==> config.mk <==
export PLATFORM = sky130hd
export DESIGN_NAME = msac_split_ctrl
export DESIGN_NICKNAME = d
export VERILOG_FILES = /design/src/logic/msac_pkg.sv /design/src/logic/msac_split_ctrl.sv /design/src/logic/msac_wait_timer.sv
export SDC_FILE = /design/constraint.sdc
export NUM_CORES = 1
export LEC_CHECK = 0
export BUFFER_PORTS_ARGS = -buffer_cell sky130_fd_sc_hd__buf_2
export CAP_MARGIN = 5
export CORE_UTILIZATION = 47
export DETAILED_ROUTE_END_ITERATION = 8
export PLACE_DENSITY = 0.8
export SYNTH_ARGS = -nofsm -noshare
export SYNTH_HDL_FRONTEND = slang
export SYNTH_HIERARCHICAL = 1
export SYNTH_SLANG_ARGS = --single-unit
==> constraint.sdc <==
create_clock -name mclk -period 2.9 [get_ports mclk]
set_clock_uncertainty 0.05 [all_clocks]
set_input_delay 0.29 -clock mclk [delete_from_list [all_inputs] [get_ports mclk]]
set_output_delay 0.29 -clock mclk [all_outputs]
set_load 0.01 [all_outputs]
==> src/logic/msac_pkg.sv <==
// Constants, field layouts and carrier types for the memory split control
package msac_pkg;

    // ========================================================
    // Bus and address widths
    localparam int PADDR_W  = 8;
    localparam int DATA_W   = 32;
    localparam int ADDR_W   = 20;
    localparam int LOG_W    = 16;
    localparam int NUM_BANK = 4;
    localparam int NUM_CS   = 4;
    localparam int WAIT_W   = 3;

    // ========================================================
    // Register byte offsets
    localparam logic [7:0] OFS_SPLIT     = 8'h10;
    localparam logic [7:0] OFS_IO_WAIT   = 8'h14;
    localparam logic [7:0] OFS_STATUS    = 8'h18;
    localparam logic [7:0] OFS_BANK_BASE = 8'h20;

    // ========================================================
    // Split control fields
    localparam int SPL_INV16_ROOT = 0;
    localparam int SPL_INV19_ROOT = 1;
    localparam int SPL_INV16_DSEG = 2;
    localparam int SPL_INV19_DSEG = 3;
    localparam int SPL_FORCE_CS1  = 4;
    localparam int SPL_DATA_ONLY  = 5;
    localparam logic [7:0] SPL_WMASK = 8'h3f;
    localparam logic [7:0] SPL_RST   = 8'h00;

    // ========================================================
    // Bank select register fields
    localparam int BNK_WAIT_LSB = 0;
    localparam int BNK_WINH     = 3;
    localparam int BNK_CS_LSB   = 4;
    localparam int BNK_CS_W     = 2;
    localparam logic [7:0] BNK_WMASK  = 8'h3f;
    localparam logic [7:0] BNK0_RST   = 8'h0f;
    localparam logic [7:0] BNKN_RST   = 8'h00;
    localparam logic [7:0] IOW_RST    = 8'h00;

    // ========================================================
    // Address bits, regions and fixed vectors
    localparam int A16_BIT  = 16;
    localparam int A19_BIT  = 19;
    localparam int BANK_LSB = 18;
    localparam int CS_ONE   = 1;
    localparam logic [LOG_W-1:0]  SPLIT_LIMIT = 16'hd000;
    localparam logic [7:0]        RST_OPCODE  = 8'hff;
    localparam logic [ADDR_W-1:0] RST_VECTOR  = 20'h00070;
    localparam logic [ADDR_W-1:0] BOOT_ADDR   = 20'h00000;

    // ========================================================
    // Carrier types
    typedef struct packed {
        logic [ADDR_W-1:0] phys;
        logic [LOG_W-1:0]  logical;
        logic              fetch;
        logic              write;
        logic              int_io;
        logic              ext_io;
        logic              root;
        logic              dseg;
        logic              blk_later;
        logic [ADDR_W-1:0] blk_wr_phys;
    } msac_req_type;

    typedef struct packed {
        logic [ADDR_W-1:0] addr;
        logic [NUM_CS-1:0] cs_n;
        logic              oe_n;
        logic              we_n;
    } msac_pins_type;

    typedef enum logic [0:0] {
        ST_IDLE,
        ST_ACCESS
    } msac_state_type;

endpackage

==> src/logic/msac_split_ctrl.sv <==
// Instruction/data split, chip select and wait-state control with APB regs
`timescale 1ns/100ps
// Summary of operation
// - Split inversions act only on root and data segment, the low 52K.
// - Split register bits 7:6 are ignored and always read zero.
// - Bit 5 clear: selected inversions apply to fetches and data alike.
// - Bit 5 set: inversions apply to data accesses only, never fetches.
// - Bit 4 set holds chip_select_one active; clear means normal decode.
// - Bit 3 set inverts A19 on data segment access before bank decode.
// - Bit 2 set inverts A16 on data segment access in the low 52K.
// - Bit 1 set inverts A19 on root access before bank decode.
// - Bit 0 set inverts A16 on root access in the low 52K.
// - bank_zero_control resets with write_strobe_zero inhibited.
// - After reset, fetch starts at address zero on chip_select_zero.
// - Opcode 0xff is restart: push program counter, vector to 0x70.
// - Internal I/O cycles keep external chip selects inactive, except chip_select_one while bit 4 is set.
// - Fetch after a not-taken branch gets full programmed wait states.
// - First fetch after multiply_instruction gets programmed waits.
// - Block moves: later reads use write-target waits, external I/O reads none.
module msac_split_ctrl
    import msac_pkg::*;
(
    input  wire logic               mclk,
    input  wire logic               rst,
    input  wire logic               ce,
    input  wire logic [PADDR_W-1:0] paddr,
    input  wire logic               psel,
    input  wire logic               penable,
    input  wire logic               pwrite,
    input  wire logic [DATA_W-1:0]  pwdata,
    output logic [DATA_W-1:0]       prdata,
    output logic                    pready,
    output logic                    pslverr,
    input  wire logic               req_valid,
    input  wire msac_req_type       req,
    output logic                    req_ready,
    output logic                    req_done,
    output msac_pins_type           mem,
    input  wire logic               opcode_valid,
    input  wire logic [7:0]         opcode,
    output logic                    pc_load,
    output logic [ADDR_W-1:0]       pc_value,
    output logic                    pc_push
);

    // ========================================================
    // APB register file
    logic [7:0]        split_q;
    logic [7:0]        split_d;
    logic [7:0]        io_wait_q;
    logic [7:0]        io_wait_d;
    logic [7:0]        bank_q [NUM_BANK];
    logic [7:0]        bank_d [NUM_BANK];
    logic [DATA_W-1:0] prdata_q;
    logic [DATA_W-1:0] prdata_d;
    logic              pready_q;
    logic              pready_d;
    logic              pslverr_q;
    logic              pslverr_d;
    logic              setup_ph;
    logic              wr_en;
    logic              hit_bank;
    logic              hit_any;
    logic [1:0]        bank_idx;
    logic [DATA_W-1:0] rd_mux;
    logic              busy_q;
    logic [1:0]        last_bank_q;

    assign setup_ph = psel & ~penable;
    assign wr_en    = psel & penable & pwrite & pready_q & ~pslverr_q;
    assign bank_idx = paddr[3:2];
    assign hit_bank = (paddr[7:4] == OFS_BANK_BASE[7:4])
                    & (paddr[1:0] == 2'h0);
    assign hit_any  = hit_bank | (paddr == OFS_SPLIT)
                    | (paddr == OFS_IO_WAIT) | (paddr == OFS_STATUS);

    always_comb begin
        rd_mux = '0;
        if (paddr == OFS_SPLIT) begin
            rd_mux[7:0] = split_q & SPL_WMASK;
        end else if (paddr == OFS_IO_WAIT) begin
            rd_mux[7:0] = io_wait_q;
        end else if (paddr == OFS_STATUS) begin
            rd_mux[0]   = busy_q;
            rd_mux[2:1] = last_bank_q;
        end else if (hit_bank) begin
            rd_mux[7:0] = bank_q[bank_idx];
        end
    end

    always_comb begin
        split_d   = split_q;
        io_wait_d = io_wait_q;
        prdata_d  = prdata_q;
        pready_d  = 1'b0;
        pslverr_d = 1'b0;
        if (setup_ph) begin
            prdata_d  = pwrite ? '0 : rd_mux;
            pready_d  = 1'b1;
            pslverr_d = ~hit_any | (pwrite & (paddr == OFS_STATUS));
        end else if (psel & penable & ~pready_q) begin
            pready_d  = 1'b1;
        end
        if (wr_en & (paddr == OFS_SPLIT)) begin
            // Top two bits are never stored
            split_d = pwdata[7:0] & SPL_WMASK;
        end
        if (wr_en & (paddr == OFS_IO_WAIT)) begin
            io_wait_d = {5'h00, pwdata[WAIT_W-1:0]};
        end
    end

    always_ff @(posedge mclk or posedge rst) begin
        if (rst) begin
            split_q   <= SPL_RST;
            io_wait_q <= IOW_RST;
            prdata_q  <= '0;
            pready_q  <= 1'b0;
            pslverr_q <= 1'b0;
        end else if (ce) begin
            split_q   <= split_d;
            io_wait_q <= io_wait_d;
            prdata_q  <= prdata_d;
            pready_q  <= pready_d;
            pslverr_q <= pslverr_d;
        end
    end

    // ========================================================
    // Bank select registers
    for (genvar i = 0; i < NUM_BANK; i++) begin : g_bank
        localparam logic [7:0] RST_VAL = (i == 0) ? BNK0_RST : BNKN_RST;
        always_comb begin
            bank_d[i] = bank_q[i];
            if (wr_en & hit_bank & (bank_idx == 2'(i))) begin
                bank_d[i] = pwdata[7:0] & BNK_WMASK;
            end
        end
        always_ff @(posedge mclk or posedge rst) begin
            if (rst) begin
                // Bank zero boots write-inhibited
                bank_q[i] <= RST_VAL;
            end else if (ce) begin
                bank_q[i] <= bank_d[i];
            end
        end
    end

    assign prdata  = prdata_q;
    assign pready  = pready_q;
    assign pslverr = pslverr_q;

    // ========================================================
    // Address translation
    logic              in_low;
    logic              root_hit;
    logic              dseg_hit;
    logic              apply_inv;
    logic [ADDR_W-1:0] tr_addr;
    logic [1:0]        tr_bank;
    logic [1:0]        wr_bank;
    logic [7:0]        tr_cfg;
    logic [WAIT_W-1:0] waits;

    always_comb begin
        in_low    = req.logical < SPLIT_LIMIT;
        root_hit  = req.root & in_low;
        dseg_hit  = req.dseg & in_low;
        // Fetches bypass inversion only in split mode
        apply_inv = ~split_q[SPL_DATA_ONLY] | ~req.fetch;
        tr_addr   = req.phys;
        tr_addr[A16_BIT] = req.phys[A16_BIT]
            ^ (apply_inv & root_hit & split_q[SPL_INV16_ROOT])
            ^ (apply_inv & dseg_hit & split_q[SPL_INV16_DSEG]);
        tr_addr[A19_BIT] = req.phys[A19_BIT]
            ^ (apply_inv & root_hit & split_q[SPL_INV19_ROOT])
            ^ (apply_inv & dseg_hit & split_q[SPL_INV19_DSEG]);
        // Bank choice is made on the inverted address
        tr_bank = tr_addr[BANK_LSB+1:BANK_LSB];
        wr_bank = req.blk_wr_phys[BANK_LSB+1:BANK_LSB];
        tr_cfg  = bank_q[tr_bank];
    end

    // Wait-state choice per cycle kind
    always_comb begin
        waits = tr_cfg[BNK_WAIT_LSB +: WAIT_W];
        if (req.ext_io) begin
            waits = io_wait_q[WAIT_W-1:0];
            if (req.blk_later & ~req.write) begin
                waits = '0;
            end
        end else if (req.blk_later & ~req.write) begin
            // Later block-move reads take the destination's waits
            waits = bank_q[wr_bank][BNK_WAIT_LSB +: WAIT_W];
        end
    end

    // ========================================================
    // External cycle sequencer
    msac_state_type    state_q;
    msac_state_type    state_d;
    msac_pins_type     mem_q;
    msac_pins_type     mem_d;
    logic              ready_q;
    logic              ready_d;
    logic              done_q;
    logic              done_d;
    logic              busy_d;
    logic [1:0]        last_bank_d;
    logic              take;
    logic              expired;
    logic [NUM_CS-1:0] force_mask;

    assign take = req_valid & ready_q;
    assign force_mask = split_q[SPL_FORCE_CS1]
                      ? NUM_CS'(1 << CS_ONE) : '0;

    msac_wait_timer u_timer (
        .mclk    (mclk),
        .rst     (rst),
        .ce      (ce),
        .load    (take),
        .count   (waits),
        .expired (expired)
    );

    always_comb begin
        state_d     = state_q;
        mem_d       = mem_q;
        ready_d     = ready_q;
        done_d      = 1'b0;
        busy_d      = busy_q;
        last_bank_d = last_bank_q;
        unique case (state_q)
            ST_IDLE: begin
                if (take) begin
                    state_d   = ST_ACCESS;
                    ready_d   = 1'b0;
                    busy_d    = 1'b1;
                    mem_d.addr = tr_addr;
                    mem_d.cs_n = '1;
                    mem_d.oe_n = 1'b1;
                    mem_d.we_n = 1'b1;
                    // Internal and external I/O leave memory selects idle
                    if (~req.int_io & ~req.ext_io) begin
                        mem_d.cs_n[tr_cfg[BNK_CS_LSB +: BNK_CS_W]] = 1'b0;
                        mem_d.oe_n = req.write;
                        mem_d.we_n = ~req.write | tr_cfg[BNK_WINH];
                        last_bank_d = tr_bank;
                    end
                end
            end
            ST_ACCESS: begin
                if (expired) begin
                    state_d    = ST_IDLE;
                    ready_d    = 1'b1;
                    done_d     = 1'b1;
                    busy_d     = 1'b0;
                    mem_d.cs_n = '1;
                    mem_d.oe_n = 1'b1;
                    mem_d.we_n = 1'b1;
                end
            end
        endcase
        // Forced select stays low in every state
        mem_d.cs_n = mem_d.cs_n & ~force_mask;
    end

    always_ff @(posedge mclk or posedge rst) begin
        if (rst) begin
            state_q     <= ST_IDLE;
            // Boot address decodes to bank zero and chip_select_zero
            mem_q.addr  <= BOOT_ADDR;
            mem_q.cs_n  <= '1;
            mem_q.oe_n  <= 1'b1;
            mem_q.we_n  <= 1'b1;
            ready_q     <= 1'b1;
            done_q      <= 1'b0;
            busy_q      <= 1'b0;
            last_bank_q <= 2'h0;
        end else if (ce) begin
            state_q     <= state_d;
            mem_q       <= mem_d;
            ready_q     <= ready_d;
            done_q      <= done_d;
            busy_q      <= busy_d;
            last_bank_q <= last_bank_d;
        end
    end

    assign mem       = mem_q;
    assign req_ready = ready_q;
    assign req_done  = done_q;

    // ========================================================
    // Program counter load: boot and restart opcode
    logic              boot_q;
    logic              boot_d;
    logic              pc_load_q;
    logic              pc_load_d;
    logic              pc_push_q;
    logic              pc_push_d;
    logic [ADDR_W-1:0] pc_value_q;
    logic [ADDR_W-1:0] pc_value_d;

    always_comb begin
        boot_d     = 1'b0;
        pc_load_d  = 1'b0;
        pc_push_d  = 1'b0;
        pc_value_d = pc_value_q;
        if (boot_q) begin
            pc_load_d  = 1'b1;
            pc_value_d = BOOT_ADDR;
        end else if (opcode_valid & (opcode == RST_OPCODE)) begin
            // Restart pushes the old counter, then vectors
            pc_load_d  = 1'b1;
            pc_push_d  = 1'b1;
            pc_value_d = RST_VECTOR;
        end
    end

    always_ff @(posedge mclk or posedge rst) begin
        if (rst) begin
            boot_q     <= 1'b1;
            pc_load_q  <= 1'b0;
            pc_push_q  <= 1'b0;
            pc_value_q <= BOOT_ADDR;
        end else if (ce) begin
            boot_q     <= boot_d;
            pc_load_q  <= pc_load_d;
            pc_push_q  <= pc_push_d;
            pc_value_q <= pc_value_d;
        end
    end

    assign pc_load  = pc_load_q;
    assign pc_push  = pc_push_q;
    assign pc_value = pc_value_q;

endmodule

==> src/logic/msac_wait_timer.sv <==
// Wait-state down counter for one external memory cycle
`timescale 1ns/100ps
module msac_wait_timer
    import msac_pkg::*;
(
    input  wire logic              mclk,
    input  wire logic              rst,
    input  wire logic              ce,
    input  wire logic              load,
    input  wire logic [WAIT_W-1:0] count,
    output logic                   expired
);

    // ========================================================
    // Counter
    logic [WAIT_W-1:0] cnt_q;
    logic [WAIT_W-1:0] cnt_d;

    always_comb begin
        cnt_d = cnt_q;
        if (load) begin
            cnt_d = count;
        end else if (cnt_q != '0) begin
            cnt_d = cnt_q - WAIT_W'(1);
        end
    end

    always_ff @(posedge mclk or posedge rst) begin
        if (rst) begin
            cnt_q <= '0;
        end else if (ce) begin
            cnt_q <= cnt_d;
        end
    end

    assign expired = (cnt_q == '0);

endmodule

; Word-level counts from Yosys, hierarchy flattened
; Cells that the tools add are included.
[word_totals]
reg_bits = 125
input_bits = 119
out_inout_bits = 84
word_cells = 158
[op_classes]
addsub = 1
n_lt_le_gt_ge = 6
eq_ne = 10
muxes = 46
n_bitwise = 53
reduce_logical = 19
[op_table]
columns = operator, count
row1 = 8-bit binary-select mux with 2-bit select, 3
row2 = 8-bit two-way mux, 6
row3 = 20-bit two-way mux, 2
row4 = 6-bit two-way mux, 5
row5 = 1-bit bitwise AND, 27
row6 = "8-bit by 5-bit equality test with 1-bit output, second input constant", 3
row7 = 3-bit two-way mux, 8
row8 = 2-bit AND reduction, 9
row9 = "16-bit less-than comparator, second input constant", 1
row10 = 1-bit two-way mux, 15
row11 = 6-bit case mux with 2 select lines, 1
row12 = 1-bit NOT, 10
row13 = "3-bit greater-or-equal comparator, second input constant", 3
row14 = 2-bit NOT with 3-bit output, 3
row15 = "8-bit equality test, second input constant", 1
row16 = 1-bit OR, 6
row17 = 1-bit case mux with 2 select lines, 3
row18 = 3-bit AND reduction, 2
row19 = 5-bit two-way mux, 1
row20 = 4-bit bitwise AND, 1
row21 = "2-bit equality test, second input constant", 2
row22 = "4-bit by 2-bit equality test with 1-bit output, second input constant", 1
row23 = 2-bit logical NOT, 2
row24 = 2-bit NOT with 4-bit output, 1
row25 = 15 further kinds, 19

; Depth between registers and ports, before layout
[logic_depth]
word_depth = 19
mapped_depth = 9
depth_no_buf = 9

; Cells and area by module
; The synthesis kept the hierarchy.
[modules_own_cells]
columns = mod, n_inst, cells_each, area_per_inst_um2, seq_area_each_um2
row1 = msac_split_ctrl, 1, 359, 4171.5, 1941.9
row2 = msac_wait_timer, 1, 23, 215.2, 75.1

; Least setup slack after synthesis
; OpenSTA, ideal clock, no wires.
[synth_path]
path_kind = register -> register
startpoint = reg split_q[3]
endpoint = reg u_timer.cnt_q[2]
setup_ns = 0.065
arrival_time_ns = 1.743
required_time_ns = 2.785
path_slack_ns = 1.042
path_stages_with_launch = 10
n_path_buf = 0
synth_period_minus_slack_ns = 1.858
path_cell_list = dfrtp_1 -> nand2_1 -> xor2_1 -> and3b_2 -> nor2_4 -> mux2_2 -> o21ai_0 -> nand2_1 -> o41ai_2 -> a22o_1
[synth_via]
elab_chain_cells = 9
[synth_rtl]
columns = element, line_no
row1 = "start, declared", msac_split_ctrl.sv:48  ; logic [7:0] split_q;
row2 = "start signal, assigned", msac_split_ctrl.sv:121  ; split_q <= split_d;
row3 = 1-bit bitwise AND, msac_split_ctrl.sv:177  ; ^ (apply_inv & dseg_hit & split_q[SPL_INV19_DSEG]);
row4 = 1-bit bitwise XOR, msac_split_ctrl.sv:177
row5 = 2-bit NOT with 3-bit output (implied by the code), msac_split_ctrl.sv:181  ; tr_cfg = bank_q[tr_bank];
row6 = 8-bit binary-select mux with 2-bit select, msac_split_ctrl.sv:181
row7 = 6-bit two-way mux (implied by the code) (2 in a row), msac_split_ctrl.sv:181
row8 = 3-bit two-way mux, msac_split_ctrl.sv:192  ; end else if (req.blk_later & ~req.write) begin
row9 = 3-bit two-way mux, msac_split_ctrl.sv:187  ; if (req.ext_io) begin
row10 = named net waits[2], msac_split_ctrl.sv:163  ; logic [WAIT_W-1:0] waits;
row11 = 3-bit two-way mux, msac_wait_timer.sv:21  ; if (load) begin
row12 = "end signal, assigned", msac_wait_timer.sv:32  ; cnt_q <= cnt_d;
row13 = "end, declared", msac_wait_timer.sv:16  ; logic [WAIT_W-1:0] cnt_q;
; The timed path passes the listed nets, and every way through them passes these cells. The select of a mux whose other input is x is not followed.
; A chain may end at the register's enable or synchronous reset.

; Worst setup path in the final report
[layout_path]
startpoint = reg split_q[3]
endpoint = reg u_timer.cnt_q[0]
; Same word-level chain as after synthesis.

==> flow_summary.json <==
{
  "status": "completed",
  "hold_end": "mem[8]",
  "netlist_area_um2": 4390,
  "synthFlopType": "dfrtp_1",
  "drt-initial-drc-count": 199,
  "p_sw_frac": 0.251,
  "die_y_um": 98.6,
  "synth_cell_types": 54,
  "avgSynthCellArea_um2": 11.5,
  "cpMaxStageDelayCell": "dfrtp_1",
  "drt_first_pass_iters": 5,
  "die_area_um2": 9720,
  "grt_pass1_vias": 3160,
  "crit_arrival_ns": 2.56,
  "fillerInstances": 764,
  "hp-class": "input port to flip-flop",
  "cts_sinks": 80,
  "p_switching_mw": 0.599,
  "clkPwrFrac": 0.383,
  "yosys.area.top_type": "dfrtp_1",
  "placed_area_um2": 4830,
  "hold_violations": 0,
  "setup_tns_ns": 0,
  "cpPeakStageDelay_ns": 0.38,
  "grtUsageTotal": 0.207,
  "power_leakage_nw": 2.59,
  "slew_viol_final": 0,
  "final_util": 0.569,
  "htree_num_levels": 3,
  "drt-total-wl_um": 9760,
  "post-dp-hpwl_um": 7170,
  "numCtsBuffers": 9,
  "grt_pass1_wl_um": 15600,
  "internal_power_mw": 1.79,
  "power_density_nw_per_um2": 473,
  "max_cap_violations": 0,
  "grt_max_degree": 78,
  "crit_fanout": 9,
  "ioPinCount": 203,
  "clk_pin_slew_ns": 0.08,
  "yosysWarnings": 6,
  "clock_latency_ns": 0.35,
  "cts_tree": "done",
  "fp.dieW_um": 98.6,
  "period_needed_ns": 2.32,
  "crit_top_cell": "nand2_1",
  "critPathTopFamily": "simple AND/OR/NAND/NOR gates",
  "wl_per_cell_um": 16.4,
  "grt_antenna_before_repair": 0,
  "endpoint_kind": "flip-flop",
  "pwr-share-comb": 0.130,
  "min_from": "req[45]",
  "setup_viol": 0,
  "p_seq_frac": 0.487,
  "finalCritPeriodShare": 0.801,
  "grt_overflow": 0,
  "netlist_top_cells_area": "dfrtp_1 39%, mux2_2 12%, buf_4 7.7%",
  "synth_enable_flop_cells": 0,
  "yosys_register_bits": 80,
  "met1_usage": 0.268,
  "synth.most_common_cell": "dfrtp_1",
  "area_growth_pct": 15.3,
  "synth_common_cells": "68 x dfrtp_1, 47 x mux2_2, 45 x buf_4",
  "worst-path-buf-inv": 0,
  "reg2reg_from": "split_q[3]",
  "hold_slack_ns": 0.115,
  "hold_depth": 2,
  "synthCells": 382,
  "grt_busiest_layer": "met2",
  "cts_root_buf": "clkbuf_8",
  "use_met2": 0.351,
  "grtUsageMet3": 0.0496,
  "post-cts-setup-buffer-count": 0,
  "startpoint_type": "flip-flop",
  "stdcell_area_um2": 5060,
  "irDropWorstVdd_mv": 0.245,
  "rsz0062_at_grt": "no",
  "ys_seq_area_frac": 0.460,
  "place_congestion": 0.803,
  "clockBufferDepth": 2,
  "max_freq_mhz": 430,
  "critPathKind": "flip-flop to flip-flop",
  "diodes": 0,
  "synthArstFlopShare": 1.00,
  "start_util": 0.493,
  "vias": 3209,
  "reg2regPathDepth": 9,
  "r2r-end": "u_timer/cnt_q[0]",
  "route.detailed.drc": 0,
  "synth_top_area_share": 0.388,
  "final_nets": 605,
  "portBuffers": 103,
  "final_layout_size_suffix_gt1_frac": 0.420,
  "drtAntennaViolNets": 0,
  "core_region_area_um2": 8890,
  "crit_chain": "nand2_1 > xor2_1 > and3b_2 > nor2_4 > mux2_2 > o21ai_0 > nand2_1 > o31ai_1 > a22o_1",
  "num_rows": 34,
  "r2r_slack_ns": 0.58,
  "crit_required_ns": 3.14,
  "via_per_inst": 5.38
}
power by group through the flow:
stage	clock [mW]	combinational (mW)	sequential, mW
floorplan	0	0.248	1.18
global placement	0	0.294	1.18
detailed placement	0	0.310	1.18
CTS	0.934	0.310	1.16
global route	0.985	0.346	1.17
finish	0.916	0.310	1.16
routing by layer:
metal,vias to the layer above,wire length (µm)
met5,-,0
met4,0,140
met3,17,483
met2,139,4840
met1,1576,4290
li1,1477,-
state kept, by name, indices dropped and copies added, names as in the netlist, 2 cells and up:
name,cells
bank_q,24
split_q,6
prdata,6
u_timer/cnt_q,3
io_wait_q,3
last_bank_q,2
mem,26
logic make-up (layout without fill, tap and decap cells):
logic type               after synthesis  count (layout)  share of synthesized area
AO/OA/AOI/OAI                         64              64                      0.100
XOR/XNOR                               3               3                    0.00599
adder cells (fa/ha/maj)                2               2                    0.00570
buffers and inverters                 72             136                      0.104
flip-flops                            80              80                      0.460
multiplexers                          77              77                      0.223
other                                  1              43                   0.000855
AND/OR/NAND/NOR                       83              83                      0.101
metrics by stage:
stage          instances  setup slack (ns)  total power [mW]
2_1_floorplan        424             0.613              1.43
3_3_place_gp         580             0.650              1.47
3_5_place_dp         580             0.616              1.49
4_1_cts              596             0.618              2.41
5_1_grt              596             0.500              2.50
6_report             596             0.576              2.39
how the worst max path moves through the flow:
stage,startpoint,endpoint,slack (ns),cells after the start
final,split_q[3],u_timer/cnt_q[0],0.58,9
after global routing,split_q[3],u_timer/cnt_q[0],0.50,9
after CTS,split_q[1],u_timer/cnt_q[0],0.62,9
after detailed placement,req[40],u_timer/cnt_q[0],0.62,10
after global placement,req[40],u_timer/cnt_q[1],0.65,10
after floorplan,rst,bank_q[0],0.61,1
worst register-to-register path, cell delays in order (launching register included):
cell and delay, ns:
dfrtp_1 0.38, nand2_1 0.08, xor2_1 0.19, and3b_2 0.26, nor2_4 0.27, mux2_2 0.39, o21ai_0 0.27, nand2_1 0.12
o31ai_1 0.09, a22o_1 0.17
cell usage in the layout (no fill, tap or decap), types with 5 or more instances in the layout:
cell type	instances
a21oi_1	16
buf_2	103
clkbuf_8	11
conb_1	43
dfrtp_1	68
dfstp_2	12
inv_1	11
mux2_1	8
mux2_2	47
mux2i_1	11
mux4_2	11
nand2_1	35
nand2b_1	5
nor2_1	13
nor2b_1	8
o21ai_0	15
o31ai_1	6
area by class of cell:
cell class                      count  area [µm²]  share of cell area
Sequential cell                    80        2020               0.399
Clock buffer                       12         155              0.0307
Clock inverter                      3        65.1              0.0129
Timing Repair Buffer              107         561               0.111
Tap cell                          108         135              0.0267
Inverter                           14        52.6              0.0104
Multi-Input combinational cell    272        2070               0.410
repair_timing:
action	CTS	global route
gates resized for setup	0	0
hold endpoints to repair	3	0
hold buffers	1	0
(Power assumes the default switching activity.)
